--- src/wdt_consts.svh ---
// offsets, field positions, reset values and counts of the watchdog pair
`ifndef WDT_CONSTS_SVH
`define WDT_CONSTS_SVH
// device register selects on the link
`define WDT_SEL_CLK 2'h0
`define WDT_SEL_CTL 2'h1
`define WDT_SEL_CMP 2'h2
`define WDT_SEL_PROT 2'h3
// protection key, run key values and compare reset value
`define WDT_PROT_KEY 16'h0096
`define WDT_RUN_STOP 4'ha
`define WDT_RUN_READ 4'h0
`define WDT_CMP_RST 10'h3ff
// clock select fields
`define WDT_DBG_BIT 8
`define WDT_DIV_LSB 4
`define WDT_SRC_LSB 0
// control fields
`define WDT_MODE_LSB 9
`define WDT_NMI_BIT 8
`define WDT_CLR_BIT 4
`define WDT_RUN_LSB 0
// divide ratios in source ticks and the source select codes
`define WDT_DIV_BASE 8192
`define WDT_DIV_LOW 128
`define WDT_SRC_LOW 2'h1
`define WDT_SRC_EXT 2'h3
// controller register byte offsets and bit positions
`define WDT_H_CMD 4'h0
`define WDT_H_WDATA 4'h4
`define WDT_H_RDATA 4'h8
`define WDT_H_STAT 4'hc
`define WDT_H_CMD_WR_BIT 8
`define WDT_H_BUSY_BIT 0
`define WDT_H_NMI_BIT 1
`define WDT_H_RST_BIT 2
`endif

--- src/wdt_pkg.sv ---
// types shared by the watchdog ends
`default_nettype none
package wdt_pkg;
	typedef enum logic [1:0] {
		WDT_MODE_RESET = 2'b00,
		WDT_MODE_NMI = 2'b01,
		WDT_MODE_NMI_RESET = 2'b10,
		WDT_MODE_RSVD = 2'b11
	} wdt_mode_t;
	typedef enum logic [1:0] {
		WDT_HST_IDLE = 2'b00,
		WDT_HST_WAIT = 2'b01,
		WDT_HST_CAPT = 2'b10
	} wdt_hst_t;
endpackage
`default_nettype wire

--- src/wdt_if.sv ---
// link between the watchdog device and its controlling core
`default_nettype none
interface wdt_if;
	logic acc_wr;
	logic acc_rd;
	logic [1:0] acc_sel;
	logic [15:0] acc_wdata;
	logic [15:0] acc_rdata;
	logic dbg_mode;
	logic nmi_req;
	logic rst_req;
	modport dev (
		input acc_wr, acc_rd, acc_sel, acc_wdata, dbg_mode,
		output acc_rdata, nmi_req, rst_req
	);
	modport ctl (
		output acc_wr, acc_rd, acc_sel, acc_wdata, dbg_mode,
		input acc_rdata, nmi_req, rst_req
	);
endinterface
`default_nettype wire

--- src/wdt_clkdiv.sv ---
// counter clock prescaler: picks a source tick and divides it
`include "wdt_consts.svh"
`default_nettype none
module wdt_clkdiv import wdt_pkg::*; #(
	parameter int DIV_BASE = `WDT_DIV_BASE,
	parameter int DIV_W = 16
) (
	input wire logic clk_sys,
	input wire logic sys_rst,
	input wire logic [3:0] src_tick,
	input wire logic [1:0] src_sel,
	input wire logic [1:0] div_sel,
	input wire logic supply_en,
	output logic cnt_tick
);
	initial begin
		if (DIV_BASE < 1 || DIV_BASE * 8 > (1 << DIV_W))
			$error("wdt_clkdiv: DIV_BASE does not fit DIV_W");
	end

	// ratio minus one for a source and divide choice
	function automatic logic [DIV_W-1:0] ratio_m1(input logic [1:0] src, input logic [1:0] dv);
		logic [DIV_W:0] r;
		r = (DIV_W+1)'(DIV_BASE) << dv;
		if (src == `WDT_SRC_LOW)
			r = (DIV_W+1)'(`WDT_DIV_LOW);
		else if (src == `WDT_SRC_EXT)
			r = (DIV_W+1)'(1);
		ratio_m1 = DIV_W'(r - (DIV_W+1)'(1));
	endfunction

	logic [DIV_W-1:0] cnt;
	wire logic edge_in = supply_en && src_tick[src_sel];
	wire logic wrap = cnt >= ratio_m1(src_sel, div_sel);

	// divider count and output enable pulse
	always_ff @(posedge clk_sys) begin
		if (sys_rst) begin
			cnt <= '0;
			cnt_tick <= 1'b0;
		end else begin
			cnt_tick <= edge_in && wrap;
			if (edge_in)
				cnt <= wrap ? '0 : cnt + DIV_W'(1);
		end
	end
endmodule
`default_nettype wire

--- src/wdt_device.sv ---
// watchdog device end: registers, counter, compare and nmi/reset issue
// Operation
// - debug without debug_run freezes the counter clock
// - debug_run keeps the counter clock during debug
// - protected fields writable only after key 0x0096
// - software start order: unlock, configure, clear, run
// - match after compare value plus one ticks
// - counter_clear zeroes counter and nmi flag
// - software clears the counter every timeout period
// - after clear counting restarts from zero
// - compare match issues nmi or reset; in reserved mode 3 the code issues neither
// - nmi sets flag until counter_clear
// - match returns counter to zero, keeps counting
// - mode: reset, nmi, nmi then reset
// - run_key resets to 0xa; 0xa stops
// - non-stop run_key reads back as zero
// - software stop: unlock, write 0xa, relock
// - counting continues while the core halts
// - sleep counts only while source ticks
// - software clears counter before entering sleep
// - clock_source_sel picks implemented source only
// - divide by 8192 to 65536, 128, 1
// - software aims for about 256 Hz
// - nmi handler reads and clears nmi flag
// - compare value resets to 0x3ff
`include "wdt_consts.svh"
`default_nettype none
module wdt_device import wdt_pkg::*; #(
	parameter logic [3:0] SRC_IMPL = 4'hf,
	parameter int DIV_BASE = `WDT_DIV_BASE,
	parameter int DIV_W = 16
) (
	input wire logic clk_sys,
	input wire logic sys_rst,
	wdt_if.dev link,
	input wire logic [3:0] src_tick
);
	initial begin
		if (SRC_IMPL[0] == 1'b0)
			$error("wdt_device: the reset source must be implemented");
	end

	logic prot_open;
	logic debug_run;
	logic [1:0] src_sel;
	logic [1:0] div_sel;
	wdt_mode_t mode;
	logic nmi_flag;
	logic [3:0] run_key;
	logic [9:0] cmp;
	logic [9:0] count;
	logic [15:0] rdata;
	logic nmi_q;
	logic rst_q;
	logic cnt_tick;

	// register write decode
	wire logic wr_prot = link.acc_wr && link.acc_sel == `WDT_SEL_PROT;
	wire logic wr_ok = link.acc_wr && prot_open;
	wire logic wr_clk = wr_ok && link.acc_sel == `WDT_SEL_CLK;
	wire logic wr_ctl = wr_ok && link.acc_sel == `WDT_SEL_CTL;
	wire logic wr_cmp = wr_ok && link.acc_sel == `WDT_SEL_CMP;
	wire logic [1:0] new_src = link.acc_wdata[`WDT_SRC_LSB +: 2];
	wire logic [1:0] new_div = link.acc_wdata[`WDT_DIV_LSB +: 2];
	wire logic [3:0] new_run = link.acc_wdata[`WDT_RUN_LSB +: 4];
	wire logic src_ok = SRC_IMPL[new_src];
	wire logic clear_hit = wr_ctl && link.acc_wdata[`WDT_CLR_BIT];

	// run state and clock gating
	wire logic running = run_key == `WDT_RUN_READ;
	wire logic supply_en = !(link.dbg_mode && !debug_run);
	wire logic step = running && cnt_tick;
	wire logic match = step && count == cmp;

	// outcome of a compare match per mode
	wire logic nmi_then_rst = mode == WDT_MODE_NMI_RESET && nmi_flag;
	wire logic fire_rst = match && (mode == WDT_MODE_RESET || nmi_then_rst);
	wire logic fire_nmi = match && (mode == WDT_MODE_NMI ||
		(mode == WDT_MODE_NMI_RESET && !nmi_flag));

	// read mux, reserved bits zero
	wire logic [15:0] rd_clk = {7'h00, debug_run, 2'h0, div_sel, 2'h0, src_sel};
	wire logic [15:0] rd_ctl = {5'h00, mode, nmi_flag, 3'h0, 1'b0, run_key};
	wire logic [15:0] rd_cmp = {6'h00, cmp};
	wire logic [15:0] rd_prot = {15'h0000, prot_open};
	wire logic [15:0] rd_mux = link.acc_sel == `WDT_SEL_CLK ? rd_clk :
		link.acc_sel == `WDT_SEL_CTL ? rd_ctl :
		link.acc_sel == `WDT_SEL_CMP ? rd_cmp : rd_prot;

	assign link.acc_rdata = rdata;
	assign link.nmi_req = nmi_q;
	assign link.rst_req = rst_q;

	wdt_clkdiv #(
		.DIV_BASE(DIV_BASE),
		.DIV_W(DIV_W)
	) u_div (
		.clk_sys(clk_sys),
		.sys_rst(sys_rst),
		.src_tick(src_tick),
		.src_sel(src_sel),
		.div_sel(div_sel),
		.supply_en(supply_en),
		.cnt_tick(cnt_tick)
	);

	// protection latch: key opens, any other value closes
	always_ff @(posedge clk_sys) begin
		if (sys_rst)
			prot_open <= 1'b0;
		else if (wr_prot)
			prot_open <= link.acc_wdata == `WDT_PROT_KEY;
	end

	// clock select register
	always_ff @(posedge clk_sys) begin
		if (sys_rst) begin
			debug_run <= 1'b0;
			div_sel <= 2'h0;
			src_sel <= 2'h0;
		end else if (wr_clk) begin
			debug_run <= link.acc_wdata[`WDT_DBG_BIT];
			div_sel <= new_div;
			if (src_ok)
				src_sel <= new_src;
		end
	end

	// control and compare registers
	always_ff @(posedge clk_sys) begin
		if (sys_rst) begin
			mode <= WDT_MODE_RESET;
			run_key <= `WDT_RUN_STOP;
			cmp <= `WDT_CMP_RST;
		end else begin
			if (wr_ctl) begin
				mode <= wdt_mode_t'(link.acc_wdata[`WDT_MODE_LSB +: 2]);
				run_key <= new_run == `WDT_RUN_STOP ? `WDT_RUN_STOP : `WDT_RUN_READ;
			end
			if (wr_cmp)
				cmp <= link.acc_wdata[9:0];
		end
	end

	// counter: clear, wrap on match, else step
	always_ff @(posedge clk_sys) begin
		if (sys_rst)
			count <= 10'h000;
		else if (clear_hit || match)
			count <= 10'h000;
		else if (step)
			count <= count + 10'h001;
	end

	// nmi flag, a new nmi wins over a clear
	always_ff @(posedge clk_sys) begin
		if (sys_rst)
			nmi_flag <= 1'b0;
		else if (fire_nmi)
			nmi_flag <= 1'b1;
		else if (clear_hit)
			nmi_flag <= 1'b0;
	end

	// request pulses and read data
	always_ff @(posedge clk_sys) begin
		if (sys_rst) begin
			nmi_q <= 1'b0;
			rst_q <= 1'b0;
			rdata <= 16'h0000;
		end else begin
			nmi_q <= fire_nmi;
			rst_q <= fire_rst;
			if (link.acc_rd)
				rdata <= rd_mux;
		end
	end
endmodule
`default_nettype wire

--- src/flat_wrapper.sv ---
// flat-port wrapper written by rule: the top's interface ports become plain ports
module wdt_device_flat import wdt_pkg::*;
#(
	parameter logic [3:0] SRC_IMPL = 4'hf,
	parameter int DIV_BASE = `WDT_DIV_BASE,
	parameter int DIV_W = 16
)
  (clk_sys, sys_rst, src_tick, link_acc_wr, link_acc_rd, link_acc_sel, link_acc_wdata, link_dbg_mode, link_acc_rdata, link_nmi_req, link_rst_req);
  wdt_if link_i ();
  input wire logic clk_sys;
  input wire logic sys_rst;
  input wire logic [3:0] src_tick;
  input wire logic [$bits(link_i.acc_wr)-1:0] link_acc_wr;
  input wire logic [$bits(link_i.acc_rd)-1:0] link_acc_rd;
  input wire logic [$bits(link_i.acc_sel)-1:0] link_acc_sel;
  input wire logic [$bits(link_i.acc_wdata)-1:0] link_acc_wdata;
  input wire logic [$bits(link_i.dbg_mode)-1:0] link_dbg_mode;
  output wire logic [$bits(link_i.acc_rdata)-1:0] link_acc_rdata;
  output wire logic [$bits(link_i.nmi_req)-1:0] link_nmi_req;
  output wire logic [$bits(link_i.rst_req)-1:0] link_rst_req;
  assign link_i.acc_wr = link_acc_wr;
  assign link_i.acc_rd = link_acc_rd;
  assign link_i.acc_sel = link_acc_sel;
  assign link_i.acc_wdata = link_acc_wdata;
  assign link_i.dbg_mode = link_dbg_mode;
  assign link_acc_rdata = link_i.acc_rdata;
  assign link_nmi_req = link_i.nmi_req;
  assign link_rst_req = link_i.rst_req;
  wdt_device #(.SRC_IMPL(SRC_IMPL), .DIV_BASE(DIV_BASE), .DIV_W(DIV_W)) u_core (.clk_sys(clk_sys), .sys_rst(sys_rst), .link(link_i), .src_tick(src_tick));
endmodule
--- config.mk ---
export PLATFORM = sky130hd
export DESIGN_NAME = wdt_device_flat
export DESIGN_NICKNAME = d
export VERILOG_FILES = /design/src/wdt_pkg.sv /design/src/wdt_if.sv /design/src/wdt_clkdiv.sv /design/src/wdt_device.sv /design/src/flat_wrapper.sv
export VERILOG_INCLUDE_DIRS = /design/src
export SDC_FILE = /design/constraint.sdc
export NUM_CORES = 1
export LEC_CHECK = 0
export BUFFER_PORTS_ARGS = -buffer_cell sky130_fd_sc_hd__buf_2
export CAP_MARGIN = 20
export CORE_MARGIN = 2
export CORE_UTILIZATION = 55
export DETAILED_ROUTE_END_ITERATION = 7
export HOLD_SLACK_MARGIN = 0.15
export MAX_ROUTING_LAYER = met4
export PLACE_DENSITY = 0.88
export SETUP_SLACK_MARGIN = 0.05
export SKIP_CTS_REPAIR_TIMING = 1
export SYNTH_ARGS = -nofsm -noshare
export SYNTH_HDL_FRONTEND = slang
export SYNTH_SLANG_ARGS = --single-unit
--- constraint.sdc ---
create_clock -name clk_sys -period 2.45 [get_ports clk_sys]
set_input_delay 0.1225 -clock clk_sys [delete_from_list [all_inputs] [get_ports clk_sys]]
set_output_delay 0.1225 -clock clk_sys [all_outputs]
set_load 0.05 [all_outputs]
After elaboration in Yosys (flattened, before gate mapping) --
Cells that the tools add are included.
Cells by class: reductions and logical operators 27, bitwise operators 0, div/mod/pow operators 0, order comparisons 3, eq/ne operators 10, $mul 0, shift operators 1, add/subtract/negate cells 3, muxes and demuxes 13
Operators with widths (count):
- $mux 16 | 5
- $add 16x1->16 const B | 1
- $eq 16x8->1 const B | 1
- $ge 16x16->1 | 1
- $shl 14x2->16 const A | 1
- $sub 16x1->16 const B | 1
- $logic_and 1x1->1 | 15
- $add 10x1->10 const B | 1
- $eq 10x10->1 | 1
- $mux 10 | 1
- $eq 2x2->1 const B | 4
- $eq 2x1->1 const B | 3
- $lt 2x3->1 const B | 2
- $bmux 1 s2 | 2
- $eq 4x4->1 const B | 1
- $logic_not 2->1 | 2
- $logic_not 4->1 | 1
- $mux 1 | 4
- $mux 4 | 1
- $logic_not 1->1 | 3
- $logic_or 1x1->1 | 3
- $reduce_and 2->1 | 1
- $reduce_bool 2->1 | 1
- $reduce_or 2->1 | 1
Storage, ports and cells: ROM bits 0, input bits 27, RAM bits 0, bits in registers 68, latch bits 0, memories 0, logic and storage cells 71, output and inout bits 18

Depth between registers and ports, before layout --
depth in word-level cells 6, mapped depth 10, mapped depth without buffers 8

By module --
A second synthesis with hierarchy kept.
Second synthesis, totals: cell total of the unflattened synthesis 351, area total of the unflattened synthesis 3263.1 µm²
Modules (own cells, without submodules):
- wdt_device | times used 1, cells each 220, seq. area each 860.8 µm², area an instance 2060.7 µm²
- wdt_clkdiv | times used 1, cells each 131, seq. area each 340.3 µm², area an instance 1202.4 µm²

Worst setup path after synthesis --
No wires, ideal clock.
kind register to register, start point register u_core.src_sel[0], end point register u_core.u_div.cnt[5], buffers on the path 2, cell stages (with the launch flop) 10, period minus slack after synthesis 2074 ps, setup time 114 ps, path slack 376 ps, data required time 2336 ps, arrival 1960 ps, cell sequence dfxtp_1 > buf_6 > nand3b_1 > ha_1 > nand4_1 > nor3_1 > o311ai_4 > a31oi_4 > buf_6 > nor2_1
On the way: word-level cells in the longest chain between the ends 6, elaborated cells between the ends (all ways) 10, classes of those cells add/sub: 1; order compare: 1; eq/ne: 2; mux: 5; reduce/logical: 1
RTL lines:
- start, declared | RTL line wdt_device.sv:45 | logic [1:0] src_sel;
- start signal, assigned | RTL line wdt_device.sv:125 | src_sel <= new_src;
- $eq 2x2->1 (no source line)
- $mux 16 | RTL line wdt_clkdiv.sv:27 | else if (src == `WDT_SRC_EXT)
- $mux 16 | RTL line wdt_clkdiv.sv:25 | if (src == `WDT_SRC_LOW)
- $sub 16x1->16 | RTL line wdt_clkdiv.sv:29 | ratio_m1 = DIV_W'(r - (DIV_W+1)'(1));
- $ge 16x16->1 | RTL line wdt_clkdiv.sv:34 | wire logic wrap = cnt >= ratio_m1(src_sel, div_sel);
- $mux 16 | RTL line wdt_clkdiv.sv:44 | cnt <= wrap ? '0 : cnt + DIV_W'(1);
- end signal, assigned | RTL line wdt_clkdiv.sv:44
- end, declared | RTL line wdt_clkdiv.sv:32 | logic [DIV_W-1:0] cnt;
Several ways; a longest one is shown, not always the timed one. The select of a mux whose other input is x is not followed. A chain may end at the register's enable or synchronous reset.

Worst setup path after layout --
Same ends and word-level chain as after synthesis.

==> flow_metrics.env <==
export IMPL_grt_pass1_vias=2480
export IMPL_tritoncts="done"
export IMPL_ys_warn_count=0
export IMPL_wl_per_cell_microns=14.7
export IMPL_track_usage_pct=24.0
export IMPL_drt_pass1_iter_count=4
export IMPL_cts_root_buf="clkbuf_8"
export IMPL_worstMarginPinSlew_ps=734
export IMPL_pre_cts_slack_ps=120
export IMPL_hpwl_mm=5.06
export IMPL_drt_iter0_drc=175
export IMPL_crit_path_start_kind="register"
export IMPL_coreArea_sq_um=5540
export IMPL_grt_first_pass_wirelength_mm=11.4
export IMPL_ys_async_sr_fraction_pct=0
export IMPL_clkTransAtPathRegs_ps=90
export IMPL_total_leakage_power_nw=1.61
export IMPL_gp_congestion=0.826
export IMPL_drv_cap=0
export IMPL_antenna_cells=0
export IMPL_synth_top_area_share_pct=37.9
export IMPL_tns_ps=0
export IMPL_yosys_register_bits=60
export IMPL_io_pin_count=45
export IMPL_min_period_ps=2190
export IMPL_crit_start="u_core.src_sel[0]"
export IMPL_cp_end_kind="register"
export IMPL_cts_made_buffers=9
export IMPL_port_buffers=39
export IMPL_clock_skew_ps=17.9
export IMPL_power_density_nw_per_um2=567
export IMPL_maxSlewViolCount=0
export IMPL_rsz0062_at_grt="false"
export IMPL_ys_seq_area_share_pct=37.9
export IMPL_path_max_fanout=15
export IMPL_syn_area_sq_um=3170
export IMPL_clk_path_buf_depth=2
export IMPL_final_area_sq_um=3680
export IMPL_hold_path_class="input port to register"
export IMPL_final_util_pct=66.4
export IMPL_routed_via_count=2650
export IMPL_syn2layout_area_growth_pct=16.3
export IMPL_layout_drive_gt1_share_pct=16.4
export IMPL_antenna_found_initial=0
export IMPL_cts_sinks=60
export IMPL_detail_route_antenna_nets=0
export IMPL_worstHoldStart="link_acc_rd"
export IMPL_path_class="register to register"
export IMPL_ys_types=50
export IMPL_worstPathArrival_ps=2430
export IMPL_setup_viol=0
export IMPL_ys_top_cells_by_count="60 x dfxtp_1, 47 x nor2_1, 45 x nand2_1, 19 x xor2_1, 18 x ha_1"
export IMPL_vias_per_cell=5.51
export IMPL_placed_area_sq_um=3350
export IMPL_status="finished clean"
export IMPL_synth_edf_count=0
export IMPL_rows=27
export IMPL_yosys_top_cells_area="dfxtp_1 38%, ha_1 7.1%, nor2_1 5.6%, nand2_1 5.3%, xor2_1 5.3%"
export IMPL_syn_inst=359
export IMPL_start_util_pct=57.1
export IMPL_fin_ws_ps=260
export IMPL_synthMostInstantiatedCell="dfxtp_1"
export IMPL_peakVddDrop_mv=0.386
export IMPL_die_area_sq_um=6380
export IMPL_drt_wl_total_mm=7.09
export IMPL_max_freq_ghz=0.457
export IMPL_die_x_microns=79.9
export IMPL_fp_dieH_microns=79.9
export IMPL_worstPathRequired_ps=2690
export IMPL_drc=0
export IMPL_slew_headroom_pct=51.0
export IMPL_grt_ovfl_total=0
export IMPL_synth_area_leader_cell="dfxtp_1"
export IMPL_grt_max_degree=39
export IMPL_period_share_pct=89.4
export IMPL_nNetsFinal=449
export IMPL_ctsHtreeMaxLevel=3
export IMPL_worstReg2RegStart="u_core.src_sel[0]"
export IMPL_finalHoldViolCount=0
export IMPL_synthFlopType="dfxtp_1"
export IMPL_clk_latency_ps=360
export IMPL_avgSynthCellArea_sq_um=8.82
==> metrics by stage <==
step	power [mW]	hold slack, ps	cells
global placement	1.18	356	453
finish	2.09	182	481
floorplan	1.14	243	363
global route	2.15	214	481
detailed placement	1.18	366	453
CTS	2.07	-6.04	469
==> per-layer routing <==
metal	part of all wire (%)	vias up	track usage [%]
li1	-	1313	-
met1	42	1232	27.3
met2	51	82	39.6
met3	4.8	23	4.75
met4	2.8	0	13.4
met5	0	-	-
==> critical path, cell delays in order, from the launching register on <==
cell and delay, ps:
dfxtp_1 370, nand3b_1 200, ha_1 330, nand4_1 140
nor3_1 410, nand2_1 190, a31oi_4 220, buf_12 160
nor2_1 50
==> cell type report <==
cell class              instances  area (sq um)
fillers                       448          1860
multi-input cells             276          1830
flip-flops and latches         60          1200
repair buffers                 53           340
clock buffers                   9           124
well taps                      72          90.1
clock inverters                 7          77.6
inverters                       4          15.0
==> layout by cell type (no fill, tap or decap), drive strengths merged, types with 5 or more instances in the layout <==
cell type and count:
a21oi 12, clkbuf 9, and3 6, clkinv 5
nand3 15, dfxtp 60, xor2 19, xnor2 14
nand2b 7, nand3b 11, nand2 45, nor2 50
dlygate4sd3 11, nor2b 6, conb 5, ha 18
mux2i 16, buf 42, nor3 8, nand4 9
==> registers in the layout (all words and copies together), names as in the netlist <==
| name | cells |
|---|---|
| u_core.cmp | 10 |
| u_core.link.acc_rdata | 11 |
| u_core.u_div.cnt | 16 |
| u_core.nmi_flag | 1 |
| u_core.run_key | 1 |
| u_core.debug_run | 1 |
| u_core.src_sel | 2 |
| u_core.u_div.cnt_tick | 1 |
| u_core.mode | 2 |
| u_core.count | 10 |
| u_core.div_sel | 2 |
| u_core.link.nmi_req | 1 |
| u_core.link.rst_req | 1 |
| u_core.prot_open | 1 |
==> final timing paths <==
kind	end	slack (ps)	cells after the start
worst max register to register	u_core.u_div.cnt[5]	260	8
worst min-delay path	u_core.link.acc_rdata[10]	180	3
worst min register to register	u_core.link.acc_rdata[6]	470	2
worst max-delay path	u_core.u_div.cnt[5]	260	8
==> power by group <==
part / internal [mW] / leakage (nW) / switching (mW)
registers: 0.986 / 0.485 / 0.00851
logic: 0.0678 / 1.02 / 0.118
clock network: 0.474 / 0.0994 / 0.432
total: 1.53 / 1.61 / 0.558
==> logic make-up after synthesis <==
logic type	after synthesis	synth area share, %
and+or+nand+nor	171	27.6
DFF	60	37.9
xor gates and xnor gates	33	9.13
AOI/OAI and AO/OA	32	7.67
buffers and inverters	27	4.62
adders and majority gates	18	7.11
muxes	17	5.77
other	1	0.118
Note: power is estimated with default switching activity, not from simulation.
